[src/rtl/lcd_pkg.sv]
// Shared constants, types and decode helpers for the LCD config decoder
package lcd_pkg;

	// Register byte offsets
	localparam logic [7:0] OFS_PANEL = 8'h00;
	localparam logic [7:0] OFS_MODE = 8'h04;
	localparam logic [7:0] OFS_LUT_ADDR = 8'h08;
	localparam logic [7:0] OFS_LUT_DATA = 8'h0C;
	localparam logic [7:0] OFS_STATUS = 8'h10;

	// Panel register fields
	localparam int PANEL_ACT_BIT = 7;
	localparam int PANEL_DUAL_BIT = 6;
	localparam int PANEL_COLOR_BIT = 5;
	localparam int PANEL_WIDTH_LSB = 0;

	// Mode register fields
	localparam int MODE_BPP_LSB = 6;
	localparam int MODE_HP_BIT = 5;
	localparam int MODE_PS_LSB = 0;

	// Look-up-table address register fields
	localparam int LUT_SEL_LSB = 4;
	localparam int LUT_IDX_LSB = 0;

	// Status register fields
	localparam int STAT_FMT_LSB = 0;
	localparam int STAT_FMT_RSVD_BIT = 4;
	localparam int STAT_PSAVE_BIT = 5;
	localparam int STAT_NORMAL_BIT = 6;
	localparam int STAT_PS_RSVD_BIT = 7;
	localparam int STAT_IDX_LSB = 8;
	localparam int STAT_COMP_LSB = 12;

	// Reset values
	localparam logic [7:0] PANEL_RST = 8'h00;
	localparam logic [7:0] MODE_RST = 8'h00;
	localparam logic [5:0] LUT_ADDR_RST = 6'h00;

	// Bus answers
	localparam logic [1:0] RESP_OKAY = 2'b00;
	localparam logic [1:0] RESP_SLVERR = 2'b10;

	// Table geometry
	localparam int LUT_DEPTH = 16;
	localparam int LUT_DW = 4;

	// Panel interface format
	typedef enum logic [3:0] {
		FMT_MONO_S4, FMT_MONO_S8, FMT_MONO_D8, FMT_COL_S4, FMT_COL_S8F1,
		FMT_COL_S8F2, FMT_COL_D8, FMT_TFT9, FMT_TFT12, FMT_RSVD
	} lcd_fmt_e;

	// Table component currently addressed
	typedef enum logic [1:0] {COMP_RED, COMP_GREEN, COMP_BLUE} lcd_comp_e;

	// Panel selection bits
	typedef struct packed {
		logic active;
		logic dual;
		logic color;
		logic [1:0] width;
	} lcd_pcfg_s;

	// Clocking and power bits
	typedef struct packed {
		logic [1:0] bpp;
		logic hp;
		logic [1:0] ps;
	} lcd_mode_s;

	// Panel selection to interface format
	function automatic lcd_fmt_e lcd_decode_fmt(input lcd_pcfg_s c);
		lcd_fmt_e f;
		f = FMT_RSVD;
		if (c.active) begin
			f = c.width[0] ? FMT_TFT12 : FMT_TFT9;
		end else if (!c.color && !c.dual) begin
			if (c.width == 2'b00) f = FMT_MONO_S4;
			else if (c.width == 2'b01) f = FMT_MONO_S8;
		end else if (!c.color) begin
			if (c.width == 2'b01) f = FMT_MONO_D8;
		end else if (!c.dual) begin
			if (c.width == 2'b00) f = FMT_COL_S4;
			else if (c.width == 2'b01) f = FMT_COL_S8F1;
			else if (c.width == 2'b11) f = FMT_COL_S8F2;
		end else begin
			if (c.width == 2'b01) f = FMT_COL_D8;
		end
		return f;
	endfunction

	// Divider terminal mask: ratio minus one
	function automatic logic [2:0] lcd_mclk_mask(input lcd_mode_s m);
		logic [2:0] k;
		k = 3'h0;
		if (!m.hp) begin
			unique case (m.bpp)
				2'b00: k = 3'h7;
				2'b01: k = 3'h3;
				2'b10: k = 3'h1;
				2'b11: k = 3'h0;
			endcase
		end
		return k;
	endfunction

endpackage

[src/rtl/lcd_cfg_top.sv]
// AXI4-Lite LCD configuration decoder with table access pointer
// Functional notes
// - Mono passive: 00 single4, 01 single8/dual8
// - Colour single: 00 4-bit, 01 F1, 11 F2
// - Colour dual: only 01 valid, dual 8-bit
// - Memory clock ratio by depth, or full rate
// - Power field 00 means software power save
// - Power field 11 normal; 01/10 reserved
// - Mono: green table, index steps once per cycle with an access
// - Colour: auto RGB walk or single table
//
// Chosen here: the register offsets and the AXI4-Lite register port.
module lcd_cfg_top
	import lcd_pkg::*;
#(
	parameter int ADDR_W = 8
) (
	input wire logic aclk,
	input wire logic aresetn,
	input wire logic [ADDR_W-1:0] s_axi_awaddr,
	input wire logic s_axi_awvalid,
	output logic s_axi_awready,
	input wire logic [31:0] s_axi_wdata,
	input wire logic [3:0] s_axi_wstrb,
	input wire logic s_axi_wvalid,
	output logic s_axi_wready,
	output logic [1:0] s_axi_bresp,
	output logic s_axi_bvalid,
	input wire logic s_axi_bready,
	input wire logic [ADDR_W-1:0] s_axi_araddr,
	input wire logic s_axi_arvalid,
	output logic s_axi_arready,
	output logic [31:0] s_axi_rdata,
	output logic [1:0] s_axi_rresp,
	output logic s_axi_rvalid,
	input wire logic s_axi_rready,
	output lcd_fmt_e panel_fmt,
	output logic fmt_reserved,
	output logic mclk_en,
	output logic power_save,
	output logic normal_op,
	output logic ps_reserved
);

	// Software-visible configuration
	lcd_pcfg_s pcfg_reg; // Panel selection
	lcd_mode_s mode_reg; // Depth, performance, power
	logic [1:0] lut_sel_reg; // RGB index selection

	// Look-up tables, one per component
	logic [LUT_DW-1:0] lut_mem [3][LUT_DEPTH];

	// Write channel capture
	logic awready_reg;
	logic wready_reg;
	logic aw_held_reg;
	logic w_held_reg;
	logic [ADDR_W-1:0] awaddr_reg;
	logic [31:0] wdata_reg;
	logic wlane0_reg; // Only the low byte holds register bits
	logic bvalid_reg;
	logic [1:0] bresp_reg;

	// Read channel
	logic arready_reg;
	logic rvalid_reg;
	logic [31:0] rdata_reg;
	logic [1:0] rresp_reg;

	// Decoded outputs
	lcd_fmt_e fmt_reg;
	logic fmt_rsvd_reg;
	logic [2:0] div_cnt_reg;
	logic mclk_en_reg;
	logic psave_reg;
	logic normal_reg;
	logic ps_rsvd_reg;

	// Pointer
	logic [3:0] lut_idx;
	lcd_comp_e lut_comp;

	// Handshakes
	wire logic aw_hs = s_axi_awvalid && awready_reg;
	wire logic w_hs = s_axi_wvalid && wready_reg;
	wire logic b_hs = bvalid_reg && s_axi_bready;
	wire logic ar_hs = s_axi_arvalid && arready_reg;
	wire logic r_hs = rvalid_reg && s_axi_rready;

	// Write fires once address and data are both held
	wire logic do_write = aw_held_reg && w_held_reg && !bvalid_reg;
	wire logic wr_en = do_write && wlane0_reg;
	wire logic [7:0] wbyte = wdata_reg[7:0];

	// Write address decode
	wire logic wa_panel = (awaddr_reg[7:0] == OFS_PANEL);
	wire logic wa_mode = (awaddr_reg[7:0] == OFS_MODE);
	wire logic wa_laddr = (awaddr_reg[7:0] == OFS_LUT_ADDR);
	wire logic wa_ldata = (awaddr_reg[7:0] == OFS_LUT_DATA);
	wire logic wa_stat = (awaddr_reg[7:0] == OFS_STATUS);
	wire logic wa_hit = wa_panel || wa_mode || wa_laddr || wa_ldata || wa_stat;

	// Read address decode
	wire logic [7:0] ra = s_axi_araddr[7:0];
	wire logic ra_ldata = (ra == OFS_LUT_DATA);
	wire logic ra_hit = (ra == OFS_PANEL) || (ra == OFS_MODE) ||
		(ra == OFS_LUT_ADDR) || ra_ldata || (ra == OFS_STATUS);

	// Table access strobes: a data read, a low-byte data write, or both in one cycle, step the pointer once
	wire logic lut_load = wr_en && wa_laddr;
	wire logic lut_wr = wr_en && wa_ldata;
	wire logic lut_rd = ar_hs && ra_ldata;
	wire logic lut_step = lut_wr || lut_rd;
	wire logic [LUT_DW-1:0] lut_q = lut_mem[lut_comp][lut_idx];

	// Register images for reads
	wire logic [7:0] panel_img = {pcfg_reg.active, pcfg_reg.dual,
		pcfg_reg.color, 3'b000, pcfg_reg.width};
	wire logic [7:0] mode_img = {mode_reg.bpp, mode_reg.hp, 3'b000,
		mode_reg.ps};
	wire logic [31:0] stat_img = {18'h0_0000, lut_comp, lut_idx,
		ps_rsvd_reg, normal_reg, psave_reg, fmt_rsvd_reg, fmt_reg};

	// Read data mux; unmapped reads as zero
	logic [31:0] rd_mux;
	always_comb begin
		rd_mux = 32'h0000_0000;
		unique case (ra)
			OFS_PANEL: rd_mux[7:0] = panel_img;
			OFS_MODE: rd_mux[7:0] = mode_img;
			OFS_LUT_ADDR: rd_mux[7:0] = {2'b00, lut_sel_reg, lut_idx};
			OFS_LUT_DATA: rd_mux[LUT_DW-1:0] = lut_q;
			OFS_STATUS: rd_mux = stat_img;
			default: rd_mux = 32'h0000_0000;
		endcase
	end

	// Write address/data capture, either order
	always_ff @(posedge aclk) begin
		if (!aresetn) begin
			awready_reg <= 1'b1;
			wready_reg <= 1'b1;
			aw_held_reg <= 1'b0;
			w_held_reg <= 1'b0;
			awaddr_reg <= '0;
			wdata_reg <= 32'h0000_0000;
			wlane0_reg <= 1'b0;
		end else begin
			if (aw_hs) begin
				awready_reg <= 1'b0;
				aw_held_reg <= 1'b1;
				awaddr_reg <= s_axi_awaddr;
			end
			if (w_hs) begin
				wready_reg <= 1'b0;
				w_held_reg <= 1'b1;
				wdata_reg <= s_axi_wdata;
				wlane0_reg <= s_axi_wstrb[0];
			end
			if (do_write) begin
				aw_held_reg <= 1'b0;
				w_held_reg <= 1'b0;
			end
			// Reopen both channels only once the response is taken
			if (b_hs) begin
				awready_reg <= 1'b1;
				wready_reg <= 1'b1;
			end
		end
	end

	// Write response
	always_ff @(posedge aclk) begin
		if (!aresetn) begin
			bvalid_reg <= 1'b0;
			bresp_reg <= RESP_OKAY;
		end else if (do_write) begin
			bvalid_reg <= 1'b1;
			bresp_reg <= wa_hit ? RESP_OKAY : RESP_SLVERR;
		end else if (b_hs) begin
			bvalid_reg <= 1'b0;
		end
	end

	// Read channel: data one cycle after address is taken
	always_ff @(posedge aclk) begin
		if (!aresetn) begin
			arready_reg <= 1'b1;
			rvalid_reg <= 1'b0;
			rdata_reg <= 32'h0000_0000;
			rresp_reg <= RESP_OKAY;
		end else if (ar_hs) begin
			arready_reg <= 1'b0;
			rvalid_reg <= 1'b1;
			rdata_reg <= rd_mux;
			rresp_reg <= ra_hit ? RESP_OKAY : RESP_SLVERR;
		end else if (r_hs) begin
			arready_reg <= 1'b1;
			rvalid_reg <= 1'b0;
		end
	end

	// Configuration registers; status is read-only
	always_ff @(posedge aclk) begin
		if (!aresetn) begin
			pcfg_reg <= lcd_pcfg_s'({PANEL_RST[7:5], PANEL_RST[1:0]});
			mode_reg <= lcd_mode_s'({MODE_RST[7:5], MODE_RST[1:0]});
			lut_sel_reg <= LUT_ADDR_RST[5:4];
		end else if (wr_en) begin
			if (wa_panel) begin
				pcfg_reg.active <= wbyte[PANEL_ACT_BIT];
				pcfg_reg.dual <= wbyte[PANEL_DUAL_BIT];
				pcfg_reg.color <= wbyte[PANEL_COLOR_BIT];
				pcfg_reg.width <= wbyte[PANEL_WIDTH_LSB +: 2];
			end
			if (wa_mode) begin
				mode_reg.bpp <= wbyte[MODE_BPP_LSB +: 2];
				mode_reg.hp <= wbyte[MODE_HP_BIT];
				mode_reg.ps <= wbyte[MODE_PS_LSB +: 2];
			end
			if (wa_laddr) lut_sel_reg <= wbyte[LUT_SEL_LSB +: 2];
		end
	end

	// Table storage, written at the current pointer
	always_ff @(posedge aclk) begin
		if (lut_wr) lut_mem[lut_comp][lut_idx] <= wbyte[LUT_DW-1:0];
	end

	// Pointer and colour sequencer
	lcd_lut_ptr #(
		.IDX_W(4)
	) u_ptr (
		.aclk(aclk),
		.aresetn(aresetn),
		.load(lut_load),
		.load_idx(wbyte[LUT_IDX_LSB +: 4]),
		.step(lut_step),
		.color(pcfg_reg.color),
		.sel(lut_sel_reg),
		.idx(lut_idx),
		.comp(lut_comp)
	);

	// Panel format decode; reserved combos flagged
	wire lcd_fmt_e fmt_dec = lcd_decode_fmt(pcfg_reg);
	always_ff @(posedge aclk) begin
		if (!aresetn) begin
			fmt_reg <= FMT_MONO_S4;
			fmt_rsvd_reg <= 1'b0;
		end else begin
			fmt_reg <= fmt_dec;
			fmt_rsvd_reg <= (fmt_dec == FMT_RSVD);
		end
	end

	// Memory clock enable divider; free-running so a ratio change
	// takes effect at the next aligned terminal count
	wire logic [2:0] mclk_mask = lcd_mclk_mask(mode_reg);
	always_ff @(posedge aclk) begin
		if (!aresetn) begin
			div_cnt_reg <= 3'h0;
			mclk_en_reg <= 1'b0;
		end else begin
			div_cnt_reg <= div_cnt_reg + 3'h1;
			mclk_en_reg <= ((div_cnt_reg & mclk_mask) == mclk_mask);
		end
	end

	// Power save field decode
	always_ff @(posedge aclk) begin
		if (!aresetn) begin
			psave_reg <= 1'b0;
			normal_reg <= 1'b0;
			ps_rsvd_reg <= 1'b0;
		end else begin
			psave_reg <= (mode_reg.ps == 2'b00);
			normal_reg <= (mode_reg.ps == 2'b11);
			ps_rsvd_reg <= (mode_reg.ps == 2'b01) || (mode_reg.ps == 2'b10);
		end
	end

	// Output drive, all from flip-flops
	assign s_axi_awready = awready_reg;
	assign s_axi_wready = wready_reg;
	assign s_axi_bvalid = bvalid_reg;
	assign s_axi_bresp = bresp_reg;
	assign s_axi_arready = arready_reg;
	assign s_axi_rvalid = rvalid_reg;
	assign s_axi_rdata = rdata_reg;
	assign s_axi_rresp = rresp_reg;
	assign panel_fmt = fmt_reg;
	assign fmt_reserved = fmt_rsvd_reg;
	assign mclk_en = mclk_en_reg;
	assign power_save = psave_reg;
	assign normal_op = normal_reg;
	assign ps_reserved = ps_rsvd_reg;
endmodule

[src/rtl/lcd_lut_ptr.sv]
// Look-up-table access pointer and colour sequencer
module lcd_lut_ptr
	import lcd_pkg::*;
#(
	parameter int IDX_W = 4
) (
	input wire logic aclk,
	input wire logic aresetn,
	input wire logic load,
	input wire logic [IDX_W-1:0] load_idx,
	input wire logic step,
	input wire logic color,
	input wire logic [1:0] sel,
	output logic [IDX_W-1:0] idx,
	output lcd_comp_e comp
);

	lcd_comp_e seq_reg; // Auto sequence position
	lcd_comp_e seq_next;
	logic [IDX_W-1:0] idx_reg;
	logic [IDX_W-1:0] idx_next;
	wire logic auto_mode = color && (sel == 2'b00);
	wire logic wrap = !auto_mode || (seq_reg == COMP_BLUE);

	// Component seen by the table
	always_comb begin
		if (!color) comp = COMP_GREEN;
		else if (sel == 2'b01) comp = COMP_RED;
		else if (sel == 2'b10) comp = COMP_GREEN;
		else if (sel == 2'b11) comp = COMP_BLUE;
		else comp = seq_reg;
	end

	// Next pointer; a fresh address restarts at red
	always_comb begin
		seq_next = seq_reg;
		idx_next = idx_reg;
		if (load) begin
			seq_next = COMP_RED;
			idx_next = load_idx;
		end else if (step) begin
			if (wrap) begin
				idx_next = idx_reg + 1'b1;
				seq_next = COMP_RED;
			end else if (seq_reg == COMP_RED) begin
				seq_next = COMP_GREEN;
			end else begin
				seq_next = COMP_BLUE;
			end
		end
	end

	// Pointer state
	always_ff @(posedge aclk) begin
		if (!aresetn) begin
			seq_reg <= COMP_RED;
			idx_reg <= '0;
		end else begin
			seq_reg <= seq_next;
			idx_reg <= idx_next;
		end
	end

	assign idx = idx_reg;
endmodule

[config.mk]
export PLATFORM = sky130hd
export DESIGN_NAME = lcd_cfg_top
export DESIGN_NICKNAME = d
export VERILOG_FILES = /design/src/rtl/lcd_pkg.sv /design/src/rtl/lcd_cfg_top.sv /design/src/rtl/lcd_lut_ptr.sv
export SDC_FILE = /design/constraint.sdc
export NUM_CORES = 1
export LEC_CHECK = 0
export ABC_AREA = 1
export BUFFER_PORTS_ARGS = -buffer_cell sky130_fd_sc_hd__buf_2
export CAP_MARGIN = 20
export CORE_MARGIN = 8
export CORE_UTILIZATION = 35
export CTS_CLUSTER_DIAMETER = 150
export DETAILED_ROUTE_END_ITERATION = 7
export SETUP_SLACK_MARGIN = 0.4
export SYNTH_ARGS = -nofsm -noshare
export SYNTH_HDL_FRONTEND = slang
export SYNTH_SLANG_ARGS = --single-unit
[constraint.sdc]
create_clock -name aclk -period 2.3 [get_ports aclk]
set_input_delay 0.46 -clock aclk [delete_from_list [all_inputs] [get_ports aclk]]
set_output_delay 0.46 -clock aclk [all_outputs]
set_load 0.005 [all_outputs]
==> summary.md, run 1 <==
| Metric | Value |
|---|---|
| Root Driver | clkbuf_16 |
| # hold bufs at CTS | 0 |
| Final Wtd Congestion | 0.832 |
| Startpoint types | flip-flop |
| CP Max Fanout | 5 |
| Tmin final | 2.19 ns |
| Tcrit/Tclk final | 95.2% |
| Worst-skew pair later-pin latency | 0.54 ns |
| Largest register by flop count | lut_mem |
| Max transition margin | 57.2% |
| Chip width | 198 um |
| Setup Viol. Count Final | 0 |
| Share of cells above drive strength 1 | 28.5% |
| Mapped Cells | 1259 |
| Number of max-cap violations | 0 |
| Initial antenna violation count | 0 |
| Synthesized-area fraction occupied by adder cells | 0.753% |
| Hold_ws | 0.165 ns |
| CTS max path bufs | 3 |
| Outcome | finished clean |
| DPL Wire Length | 18.7 mm |
| Nets | 1511 |
| Core region area | 0.0326 sq mm |
| Num CTS Buffers | 28 |
| Metal3 WL | 1.40 mm |
| Ant diodes | 0 |
| Overflow after GRT | 0 |
| Clk slew on worst S/H paths | 0.06 ns |
| Cell leakage power | 6.31 nW |
| Post-DRT Antenna Nets | 0 |
| Setup Skew | 0.0190 ns |
| DRC | 0 |
| Tot Pwr | 9.92 mW |
| I/O pin cnt | 109 |
| Post-Synth Simple-Gate Area | 23.1% |
| Clock Power Share | 43.1% |
| Power Density | 639 mW/mm^2 |
| Largest family of logic cells by synthesized area | simple AND/OR/NAND/NOR gates |
| Routed wl met2 | 15.1 mm |
| Vias in the first global route | 8733 |
| Fin. max-slew vios | 0 |
| Final Hold Viols | 0 |
| Wirelength per Cell | 15.9 um |
| Synth Area in Compound Gates | 6.29% |
| Vias | 8908 |
| Largest register FFs | 192 |
| Crit path arrival time | 2.60 ns |
| CTS Sinks | 262 |
| Max Clk Rate | 457 MHz |
| Routed vias/inst | 4.67 |
| Synth Area in XOR/XNOR | 0.301% |
| # fillers | 2962 |
| Endpoint type of the worst setup path | flip-flop |
| Largest net degree at the start of global routing | 51 |
| Combinational fraction of design power | 4.5% |
| Overall Global Routing Usage | 14.7% |
| Post-Synthesis Cell Area | 0.0116 sq mm |
| Seq cells post-synth | 262 |
| Area growth syn-to-layout | 33.4% |
| Drt pass-1 iters | 5 |
| Peak supply drop | 0.534 mV |
| RSZ-0062 raised after global routing | true |
| Avg Inst Size Synth | 9.24 sq um |
| Post-synthesis mux area share | 0% |
| CP required | 2.71 ns |
| Worst min path class | input port to flip-flop |
| Sequential cell fraction of total power | 52.4% |
| Pint | 7.78 mW |
| Height of the die | 198 um |
| Wl on met1 | 13.4 mm |
| Initial DRC count | 465 |
| Max Used Layer | met4 |
| Final Core Density | 47.6% |
| Unique masters post-synth | 37 |
| Buffers on Ports | 61 |
| Die area | 0.0393 sq mm |
| Initial core utilization | 35.7% |
| H-tree level count | 1 |
| Total Routed Length | 30.3 mm |
| Ys Warns | 0 |
| First-pass GRT wire length | 46.3 mm |
| NetSw | 2.14 mW |
| Sequential share of the synthesized area | 61.6% |
| Type of the worst setup path | flip-flop to flip-flop |
| Rows | 66 |
| Net Sw Frac | 21.6% |
| CTS tree | yes |
| Worst-Margin Slew | 0.642 ns |
-- power groups by stage --
stage / clock [mW] / combinational [mW] / sequential [mW]
floorplan: 0 / 0.163 / 5.31
global placement: 0 / 0.322 / 5.29
detailed placement: 0 / 0.331 / 5.30
CTS: 4.35 / 0.394 / 5.20
global route: 4.54 / 0.487 / 5.20
finish: 4.28 / 0.443 / 5.20
-- layout make-up --
type | instances | area, sq um | area share [%]
inverters | 128 | 490 | 3.16
repair buffers | 206 | 1980 | 12.7
flip-flops and latches | 262 | 7190 | 46.3
well taps | 442 | 553 | 3.56
multi-input cells | 819 | 4440 | 28.6
clock inverters | 12 | 62.6 | 0.403
clock buffers | 40 | 817 | 5.26
-- synthesized netlist by cell type --
cell type	n	share of area (%)
or2_0	15	0.81
nor3_1	7	0.30
o2111ai_1	1	0.075
o21bai_1	2	0.13
a211oi_1	3	0.19
o21a_1	1	0.065
edfxtp_1	192	50
clkbuf_1	22	0.71
xnor2_1	1	0.075
nor4_1	5	0.27
o211ai_1	5	0.32
nor2_1	129	4.2
or2_2	17	0.91
nand3b_1	1	0.065
o21ai_0	67	2.9
conb_1	1	0.032
a31oi_1	6	0.32
nand4_1	3	0.16
nand2_1	387	12
nand3_1	82	3.5
a21oi_1	33	1.4
o21ai_2	2	0.15
xor2_1	3	0.23
buf_4	27	1.7
inv_1	117	3.8
o22ai_1	1	0.054
o21ai_1	14	0.60
nand3_2	1	0.086
dfxtp_1	70	12
a221oi_1	1	0.075
clkinv_1	8	0.26
buf_6	10	0.97
ha_1	7	0.75
or2_1	4	0.22
nor3b_1	1	0.065
inv_2	3	0.097
buf_2	10	0.43
-- routing by layer --
layer / GRT usage [%] / up-vias
met4: 3.26 / 0
li1: - / 4449
met2: 26.0 / 190
met5: 0 / -
met3: 2.21 / 34
met1: 18.8 / 4235
-- placed cells by master, fill, tap and decap left out, drive strengths merged, types with 20 or more instances in the layout --
cell,count
clkbuf,43
nand2,387
or2,36
conb,20
nor2,129
edfxtp,192
nand3,83
a21oi,33
o21ai,83
buf,202
dfxtp,70
inv,120
-- path summary, 6_finish.rpt --
| check | slack (ns) | depth (start not counted) | endpoint | startpoint |
|---|---|---|---|---|
| worst max-delay path | 0.11 | 17 | s_axi_rdata[0]$_SDFFE_PN0P_ | u_ptr.seq_reg[1]$_SDFFE_PP0P_ |
| worst min-delay path | 0.17 | 3 | wdata_reg[1]$_SDFFE_PN0P_ | s_axi_wdata[1] |
| worst max register to register | 0.11 | 17 | s_axi_rdata[0]$_SDFFE_PN0P_ | u_ptr.seq_reg[1]$_SDFFE_PP0P_ |
| worst min register to register | 0.46 | 2 | s_axi_rdata[3]$_SDFFE_PN0P_ | s_axi_rdata[3]$_SDFFE_PN0P_ |
-- stage by stage --
stage	cells	setup TNS, ns	setup slack [ns]	cell area [sq um]
global placement	1814	0	0.0291	13000
global route	1909	0	0.0352	15500
detailed placement	1814	-0.0909	-0.0228	13000
floorplan	1278	0	0.377	11700
finish	1909	0	0.110	15500
CTS	1890	0	0.202	14600
-- logic make-up after synthesis --
kind of cell	after synthesis
XOR/XNOR	4
AND/OR/NAND/NOR	652
adder cells (fa/ha/maj)	7
flip-flops	262
buffers and inverters	197
AO/OA/AOI/OAI	136
other	1
-- critical path, stage by stage (launching register included) --
cell and delay (ns):
dfxtp_2 0.34, inv_4 0.05, o21ai_4 0.17, nand3_4 0.15, buf_12 0.17, buf_12 0.13, buf_16 0.12, or2_0 0.21
nand2_1 0.07, nand2_1 0.05, nand2_1 0.06, inv_1 0.04, nand2_2 0.07, nand2_2 0.07, nand3_2 0.11, o21ai_1 0.08
nand2_1 0.09, a21oi_2 0.05
-- repair_timing --
action | 4_1_cts | 5_1_grt
pin swaps | 23 | 50
resized for setup | 120 | 196
hold endpoints to repair | 0 | 0
buffers inserted | 19 | 16
setup endpoints to repair | 202 | 203
gates cloned | 5 | 3
Power figures use the tool's default switching activity.
==> run 2: changes to the inputs <==
CELL_PAD_IN_SITES_DETAIL_PLACEMENT = 1   (was default)
CELL_PAD_IN_SITES_GLOBAL_PLACEMENT = 2   (was default)
PLACE_DENSITY_LB_ADDON = 0.1   (was default)
==> summary.md, run 2 (synthesis gave the netlist of run 1 again) <==
| Metric | Value |
|---|---|
| Outcome | finished clean |
| Max Clk Rate | 458 MHz (+0.36%) |
| Design Area, Final | 0.0159 sq mm (+2.6%) |
| Height of the die | 198 um (unchanged) |
| Routed vias/inst | 4.75 (+1.7%) |
| Startpoint types | flip-flop |
| Post-DRT Antenna Nets | 0 (unchanged) |
| Rows | 66 (unchanged) |
| CP Cell Sequence | nand2_2 > o21ai_4 > nand3_4 > buf_12 > buf_16 > or2_2 > nand3_2 > nand3_1 > nand2_1 > nand2_1 > nand2_2 > o21bai_1 > nand2_1 > a21oi_2 |
| NetSw | 2.37 mW (+11%) |
| Hold EP | wlane0_reg$_SDFFE_PN0P_ |
| Initial antenna violation count | 0 (unchanged) |
| Share of cells above drive strength 1 | 29.8% (+1.3 points) |
| Type of the worst setup path | flip-flop to flip-flop |
| Tmin final | 2.18 ns (-0.00789 ns) |
| Largest register FFs | 192 (unchanged) |
| Multi-input gate area | 0.00449 sq mm (+1.2%) |
| Clock Power Share | 47.7% (+4.6 points) |
| Wirelength per Cell | 18.7 um (+18%) |
| Worst path max stage delay | 0.41 ns (+0.07 ns) |
| Hold Crit Start | s_axi_wstrb[0] |
| DPL Wire Length | 23.4 mm (+25%) |
| Hold path depth | 3 (unchanged) |
| Worst R2R End | s_axi_rdata[2]$_SDFFE_PN0P_ |
| Vias | 9145 (+2.7%) |
| Combinational fraction of design power | 4.4% (about the same) |
| Setup Viol. Count Final | 0 (unchanged) |
| Power Density | 683 mW/mm^2 (+7.0%) |
| Worst-Margin Slew | 1.02 ns (+0.379 ns) |
| Setup Skew | 0.0103 ns (-0.00866 ns) |
| Overall Global Routing Usage | 17.5% (+2.8 points) |
| Worst R2R Start | lut_sel_reg[1]$_SDFFE_PN0P_ |
| Overflow after GRT | 0 (unchanged) |
| RSZ-0062 raised after global routing | true |
| Num CTS Buffers | 31 (+11%) |
| Cell leakage power | 6.51 nW (+3.2%) |
| Peak supply drop | 0.545 mV (+2.1%) |
| DRC | 0 (unchanged) |
| Largest register by flop count | lut_mem |
| Most common cell after layout, fill and taps aside | nand2_1 |
| Max transition margin | 31.4% (-26 points) |
| Register area | 0.00719 sq mm (unchanged) |
| Worst min path class | input port to flip-flop |
| Root Driver | clkbuf_16 |
| Chip width | 198 um (unchanged) |
| CTS tree | yes |
| First-pass GRT wire length | 53.3 mm (+15%) |
| CP max-delay cell | dfxtp_4 |
| I/O pin cnt | 109 (unchanged) |
| Core region area | 0.0326 sq mm (unchanged) |
| Initial DRC count | 311 (-33%) |
| Net Sw Frac | 21.7% (+0.17 points) |
| Endpoint type of the worst setup path | flip-flop |
| Buffers on Ports | 61 (unchanged) |
| Total Routed Length | 36.1 mm (+19%) |
| Final Hold Viols | 0 (unchanged) |
| Largest net degree at the start of global routing | 38 (-25%) |
| CP required | 2.73 ns (+0.02 ns) |
| Hold_ws | 0.151 ns (-0.0146 ns) |
| Fin. max-slew vios | 0 (unchanged) |
| CP Max Fanout | 7 (+2) |
| Initial core utilization | 35.7% (unchanged) |
| Most frequent cells in the layout | nand2_1 (340), edfxtp_1 (192), inv_1 (106), nor2_1 (82), nand3_1 (75) |
| Pint | 8.52 mW (+9.5%) |
| R2R Setup Slk | 0.12 ns (about the same) |
| Die area | 0.0393 sq mm (unchanged) |
| CTS max path bufs | 3 (unchanged) |
| Nets | 1526 (+0.99%) |
| Ant diodes | 0 (unchanged) |
| Most frequent CP cell | nand2_1 |
| Reg2Reg Depth | 14 (-3) |
| Vias in the first global route | 9650 (+11%) |
| Final Wtd Congestion | 0.812 (-2.4%) |
| Sequential cell fraction of total power | 47.9% (-4.5 points) |
| Worst-skew pair later-pin latency | 0.56 ns (+0.02 ns) |
| Clk slew on worst S/H paths | 0.06 ns (about the same) |
| Crit path arrival time | 2.61 ns (about the same) |
| # fillers | 3618 (+22%) |
| H-tree level count | 1 (unchanged) |
| Tcrit/Tclk final | 94.9% (-0.34 points) |
| CTS Sinks | 262 (unchanged) |
| Area growth syn-to-layout | 36.8% |
| Drt pass-1 iters | 4 (-1) |
| Placed cell areas | 0.0131 sq mm (+1.3%) |
| Number of max-cap violations | 0 (unchanged) |
run 2: cell count changes in the layout (fill, tap and decap cells not counted), sizes merged:
| cell | change |
|---|---|
| clkinvlp | +2 |
| buf | +6 |
| nand2 | +2 |
| inv | +4 |
| clkinv | -1 |
| bufinv | +5 |
run 2: layout make-up:
cell class	count	share of cell area [%]
repair buffers	216	13.2
flip-flops and latches	262	45.1
clock inverters	22	1.70
inverters	128	3.10
clock buffers	36	5.25
multi-input cells	821	28.2
well taps	442	3.47
run 2: power by group through the flow:
stage	Combinational [mW]	Sequential [mW]	Clock [mW]
6_report	0.478	5.21	5.19
5_1_grt	0.530	5.22	5.48
4_1_cts	0.404	5.21	5.32
3_5_place_dp	0.354	5.31	0
3_3_place_gp	0.347	5.31	0
2_1_floorplan	0.163	5.31	0
run 2: what timing repair did:
item / 4_1_cts / 5_1_grt
hold endpoints to repair: 0 / 0
resized for setup: 96 / 245
setup buffers: 16 / 13
endpoints found under the setup margin: 202 / 212
hold buffers: 0 / 0
pin swaps: 21 / 56
cloned: 1 / 9
run 2: critical path, delay by kind of cell, from the launching register on:
| family | cells | cell delay [ns] |
|---|---|---|
| simple gates | 9 | 1.04 |
| flops | 1 | 0.41 |
| buf+inv | 2 | 0.35 |
| compound gates | 3 | 0.24 |
run 2: how the worst max path moves through the flow:
| stage | start | slack (ns) | endpoint | depth (start not counted) |
|---|---|---|---|---|
| 2_1_floorplan | lut_sel_reg[1]$_SDFFE_PN0P_ | 0.38 | lut_mem[2][16]$_DFFE_PP_ | 8 |
| 3_3_place_gp | awaddr_reg[7]$_SDFFE_PN0P_ | -0.04 | lut_mem[2][18]$_DFFE_PP_ | 12 |
| 3_5_place_dp | awaddr_reg[7]$_SDFFE_PN0P_ | -0.07 | lut_mem[2][18]$_DFFE_PP_ | 12 |
| 4_1_cts | awaddr_reg[6]$_SDFFE_PN0P_ | 0.15 | lut_mem[0][3]$_DFFE_PP_ | 12 |
| 5_1_grt | u_ptr.seq_reg[1]$_SDFFE_PP0P_ | 0.009 | s_axi_rdata[0]$_SDFFE_PN0P_ | 16 |
| 6_report | lut_sel_reg[1]$_SDFFE_PN0P_ | 0.12 | s_axi_rdata[2]$_SDFFE_PN0P_ | 14 |
run 2: stage by stage:
| stage | std cells | setup TNS (ns) | worst slack (ns) | utilization [%] | total power [mW] |
|---|---|---|---|---|---|
| finish | 1927 | 0 | 0.118 | 48.8 | 10.9 |
| global route | 1927 | 0 | 0.00939 | 48.8 | 11.2 |
| CTS | 1905 | 0 | 0.151 | 45.2 | 10.9 |
| detailed placement | 1830 | -2.94 | -0.0684 | 40.3 | 5.66 |
| global placement | 1830 | -0.311 | -0.0377 | 40.3 | 5.65 |
| floorplan | 1278 | 0 | 0.377 | - | 5.47 |
run 2: per-layer routing:
layer,GRT usage [%],wire (um)
met1,20.8,15200
met2,32.6,18900
met3,2.39,1050
met4,4.54,887
met5,0,0
==> run 3: changes to the inputs <==
ABC_AREA = 0   (was 1)
==> summary.md, run 3 <==
| Metric | Value |
|---|---|
| Outcome | finished with violations |
| Violated checks | negative setup slack |
| R2R Setup Slk | -0.05 ns (-0.17 ns) |
| Setup Skew | 0.0159 ns (+0.00554 ns) |
| Chip width | 193 um (-2.5%) |
| Synth top cells by count | edfxtp_1 (192), nand2_1 (78), nor2_1 (71) |
| Fin. max-slew vios | 0 (unchanged) |
| Type of the worst setup path | flip-flop to flip-flop |
| Multi-input gate area | 0.00421 sq mm (-6.2%) |
| Worst-skew pair later-pin latency | 0.56 ns (about the same) |
| Endpoint type of the worst setup path | flip-flop |
| Ys Warns | 0 (unchanged) |
| Root Driver | clkbuf_16 |
| Rows | 65 (-1.5%) |
| CTS Sinks | 262 (unchanged) |
| PnR worst setup slack | -0.0521 ns (-0.170 ns) |
| Worst-Margin Slew | 0.662 ns (-0.360 ns) |
| # fillers | 3137 (-13%) |
| Share of cells above drive strength 1 | 35.4% (+5.6 points) |
| Worst min path class | input port to flip-flop |
| Core region area | 0.0313 sq mm (-4.0%) |
| Final Hold Viols | 0 (unchanged) |
| Nets | 1070 (-30%) |
| Most frequent cells in the layout | edfxtp_1 (192), nand2_1 (71), buf_4 (71), dfxtp_1 (64), buf_2 (61) |
| Peak supply drop | 0.597 mV (+9.4%) |
| Mapped Cells | 861 (-32%) |
| Startpoint types | flip-flop |
| Initial DRC count | 366 (+18%) |
| Tmin final | 2.35 ns (+0.170 ns) |
| Wirelength per Cell | 23.1 um (+24%) |
| Power Density | 744 mW/mm^2 (+8.9%) |
| Max transition margin | 55.8% (+24 points) |
| Setup Viol. Count Final | 10 (+10) |
| Drt pass-1 iters | 4 (unchanged) |
| Crit path to | s_axi_rdata[0]$_SDFFE_PN0P_ |
| Fin cells | 1430 (-26%) |
| Worst R2R End | s_axi_rdata[0]$_SDFFE_PN0P_ |
| Buffers on Ports | 61 (unchanged) |
| Overall Global Routing Usage | 17.3% (-0.22 points) |
| Num CTS Buffers | 30 (-3.2%) |
| Area growth syn-to-layout | 30.9% |
| Most numerous cell in the Yosys netlist | edfxtp_1 |
| Wl on met1 | 14.4 mm (-5.6%) |
| CP Max Fanout | 14 (+7) |
| Share of the synthesized area in the top cell type | 52.3% (+2.8 points) |
| Hold_ws | 0.138 ns (-0.0126 ns) |
| Post-Synthesis Cell Area | 0.0110 sq mm (-5.3%) |
| CTS tree | yes |
| Max Used Layer | met4 |
| H-tree level count | 1 (unchanged) |
| Initial core utilization | 35.2% (-0.49 points) |
| Synth async-reset ratio | 0% (unchanged) |
| Total Routed Length | 33.1 mm (-8.3%) |
| Avg Inst Size Synth | 12.8 sq um (+38%) |
| # hold bufs at CTS | 0 (unchanged) |
| DRC | 0 (unchanged) |
| Largest register FFs | 192 (unchanged) |
| Post-DRT Antenna Nets | 0 (unchanged) |
| Reg2Reg Depth | 9 (-5) |
| Design Area, Final | 0.0144 sq mm (-9.4%) |
| I/O pin cnt | 109 (unchanged) |
| Setup_tns | -0.0865 ns (-0.0865 ns) |
| Synth Flop Type | edfxtp_1 |
| Placed Cells | 1359 (-26%) |
| Initial antenna violation count | 0 (unchanged) |
| Largest net degree at the start of global routing | 51 (+34%) |
| CP required | 2.77 ns (+0.04 ns) |
| Critical Path Start | u_ptr.seq_reg[0]$_SDFFE_PP0P_ |
| Crit path arrival time | 2.82 ns (+0.21 ns) |
| EDFF count, synth | 192 (unchanged) |
| Max Clk Rate | 425 MHz (-7.2%) |
| First-pass GRT wire length | 50.2 mm (-6.0%) |
| Most common cell after layout, fill and taps aside | edfxtp_1 |
| Synth area leaders | edfxtp_1 (52%), dfxtp_1 (13%), mux4_2 (3.9%), mux2_2 (3.4%), a21oi_1 (2.7%) |
| Largest register by flop count | lut_mem |
| CTS max path bufs | 3 (unchanged) |
| Placed cell areas | 0.0129 sq mm (-2.2%) |
| Number of max-cap violations | 0 (unchanged) |
| Cell leakage power | 5.32 nW (-18%) |
| Height of the die | 193 um (-2.5%) |
| Unique masters post-synth | 59 (+59%) |
| Overflow after GRT | 0 (unchanged) |
| Vias | 7536 (-18%) |
| Clk slew on worst S/H paths | 0.06 ns (about the same) |
| Worst R2R Start | u_ptr.seq_reg[0]$_SDFFE_PP0P_ |
| Routed wl met2 | 16.4 mm (-13%) |
| RSZ-0062 raised after global routing | true |
| Sequential share of the synthesized area | 65.1% (+3.5 points) |
| Seq cells post-synth | 262 (unchanged) |
| Metal3 WL | 1.33 mm (+27%) |
| Vias in the first global route | 8088 (-16%) |
| Routed vias/inst | 5.27 (+11%) |
| Final Core Density | 46.1% (-2.8 points) |
| DPL Wire Length | 23.2 mm (-0.78%) |
| Tcrit/Tclk final | 102% (+7.4 points) |
| Final Wtd Congestion | 0.849 (+4.6%) |
| Ant diodes | 0 (unchanged) |
| Register area | 0.00717 sq mm (-0.16%) |
| Yosys top cell by area | edfxtp_1 |
| Die area | 0.0374 sq mm (-4.9%) |
-- run 3: cell types whose count changed in the layout (fill, tap and decap cells not counted), sizes merged, moves of 33 or more --
cell / before / now
or2: 36 / 3
nand2: 389 / 81
nand3: 83 / 14
nor2: 129 / 71
inv: 124 / 11
mux2: 0 / 36
o21ai: 83 / 37
buf: 208 / 164
-- run 3: cells by family (layout without fill, tap and decap cells) --
group | Yosys count | count (layout) | share of synthesized area [%]
multiplexers | 73 | 73 | 9.20
buffers and inverters | 85 | 232 | 3.87
adder cells (fa/ha/maj) | 8 | 8 | 0.886
AO/OA/AOI/OAI | 167 | 167 | 9.27
flip-flops | 262 | 262 | 65.1
XOR/XNOR | 4 | 4 | 0.318
other | 1 | 20 | 0.0340
AND/OR/NAND/NOR | 261 | 262 | 11.4
-- run 3: worst min path at each step --
stage	startpoint	end	depth (start not counted)
final	s_axi_wstrb[0]	wlane0_reg$_SDFFE_PN0P_	3
after global routing	s_axi_wstrb[0]	wlane0_reg$_SDFFE_PN0P_	3
after CTS	s_axi_wstrb[0]	wlane0_reg$_SDFFE_PN0P_	3
after detailed placement	div_cnt_reg[0]$_SDFF_PN0_	div_cnt_reg[0]$_SDFF_PN0_	1
after global placement	div_cnt_reg[0]$_SDFF_PN0_	div_cnt_reg[0]$_SDFF_PN0_	1
after floorplan	div_cnt_reg[0]$_SDFF_PN0_	div_cnt_reg[0]$_SDFF_PN0_	1
-- run 3: where the power goes --
group          switching (mW)  internal, mW  leakage [nW]
registers              0.0387          5.10          2.33
clock network            1.97          3.34         0.525
logic                   0.187        0.0942          2.46
-- run 3: layout make-up --
cell class,instances,area share [%]
Clock inverter,24,2.29
Sequential cell,262,49.8
Timing Repair Buffer,165,9.56
Inverter,11,0.286
Clock buffer,32,5.41
Tap cell,402,3.49
Multi-Input combinational cell,534,29.2
-- run 3: per-layer routing --
metal,track usage [%],vias up
li1,-,3502
met1,21.6,3828
met3,2.79,53
met4,5.42,0
met5,0,-
met2,30.2,153
-- run 3: through the flow --
| stage | total power [mW] | setup slack (ns) |
|---|---|---|
| finish | 10.7 | -0.0521 |
| floorplan | 5.39 | -0.0480 |
| detailed placement | 5.52 | -0.401 |
| global route | 11.0 | -0.102 |
| CTS | 10.9 | -0.0675 |
| global placement | 5.51 | -0.292 |
-- run 3: what timing repair did --
item	CTS	global route
gates resized for setup	34	30
pin swaps	6	5
endpoints found under the setup margin	214	214
cloned	2	0
setup buffers	6	7
-- run 3: worst max-delay path, stage by stage, from the launching register on --
cell and delay [ns]:
dfxtp_2 0.34, o21bai_4 0.16, nand2_4 0.11, buf_12 0.17
buf_12 0.15, mux2_4 0.19, mux4_2 0.29, o22ai_2 0.09
or4_4 0.54, a311oi_2 0.20
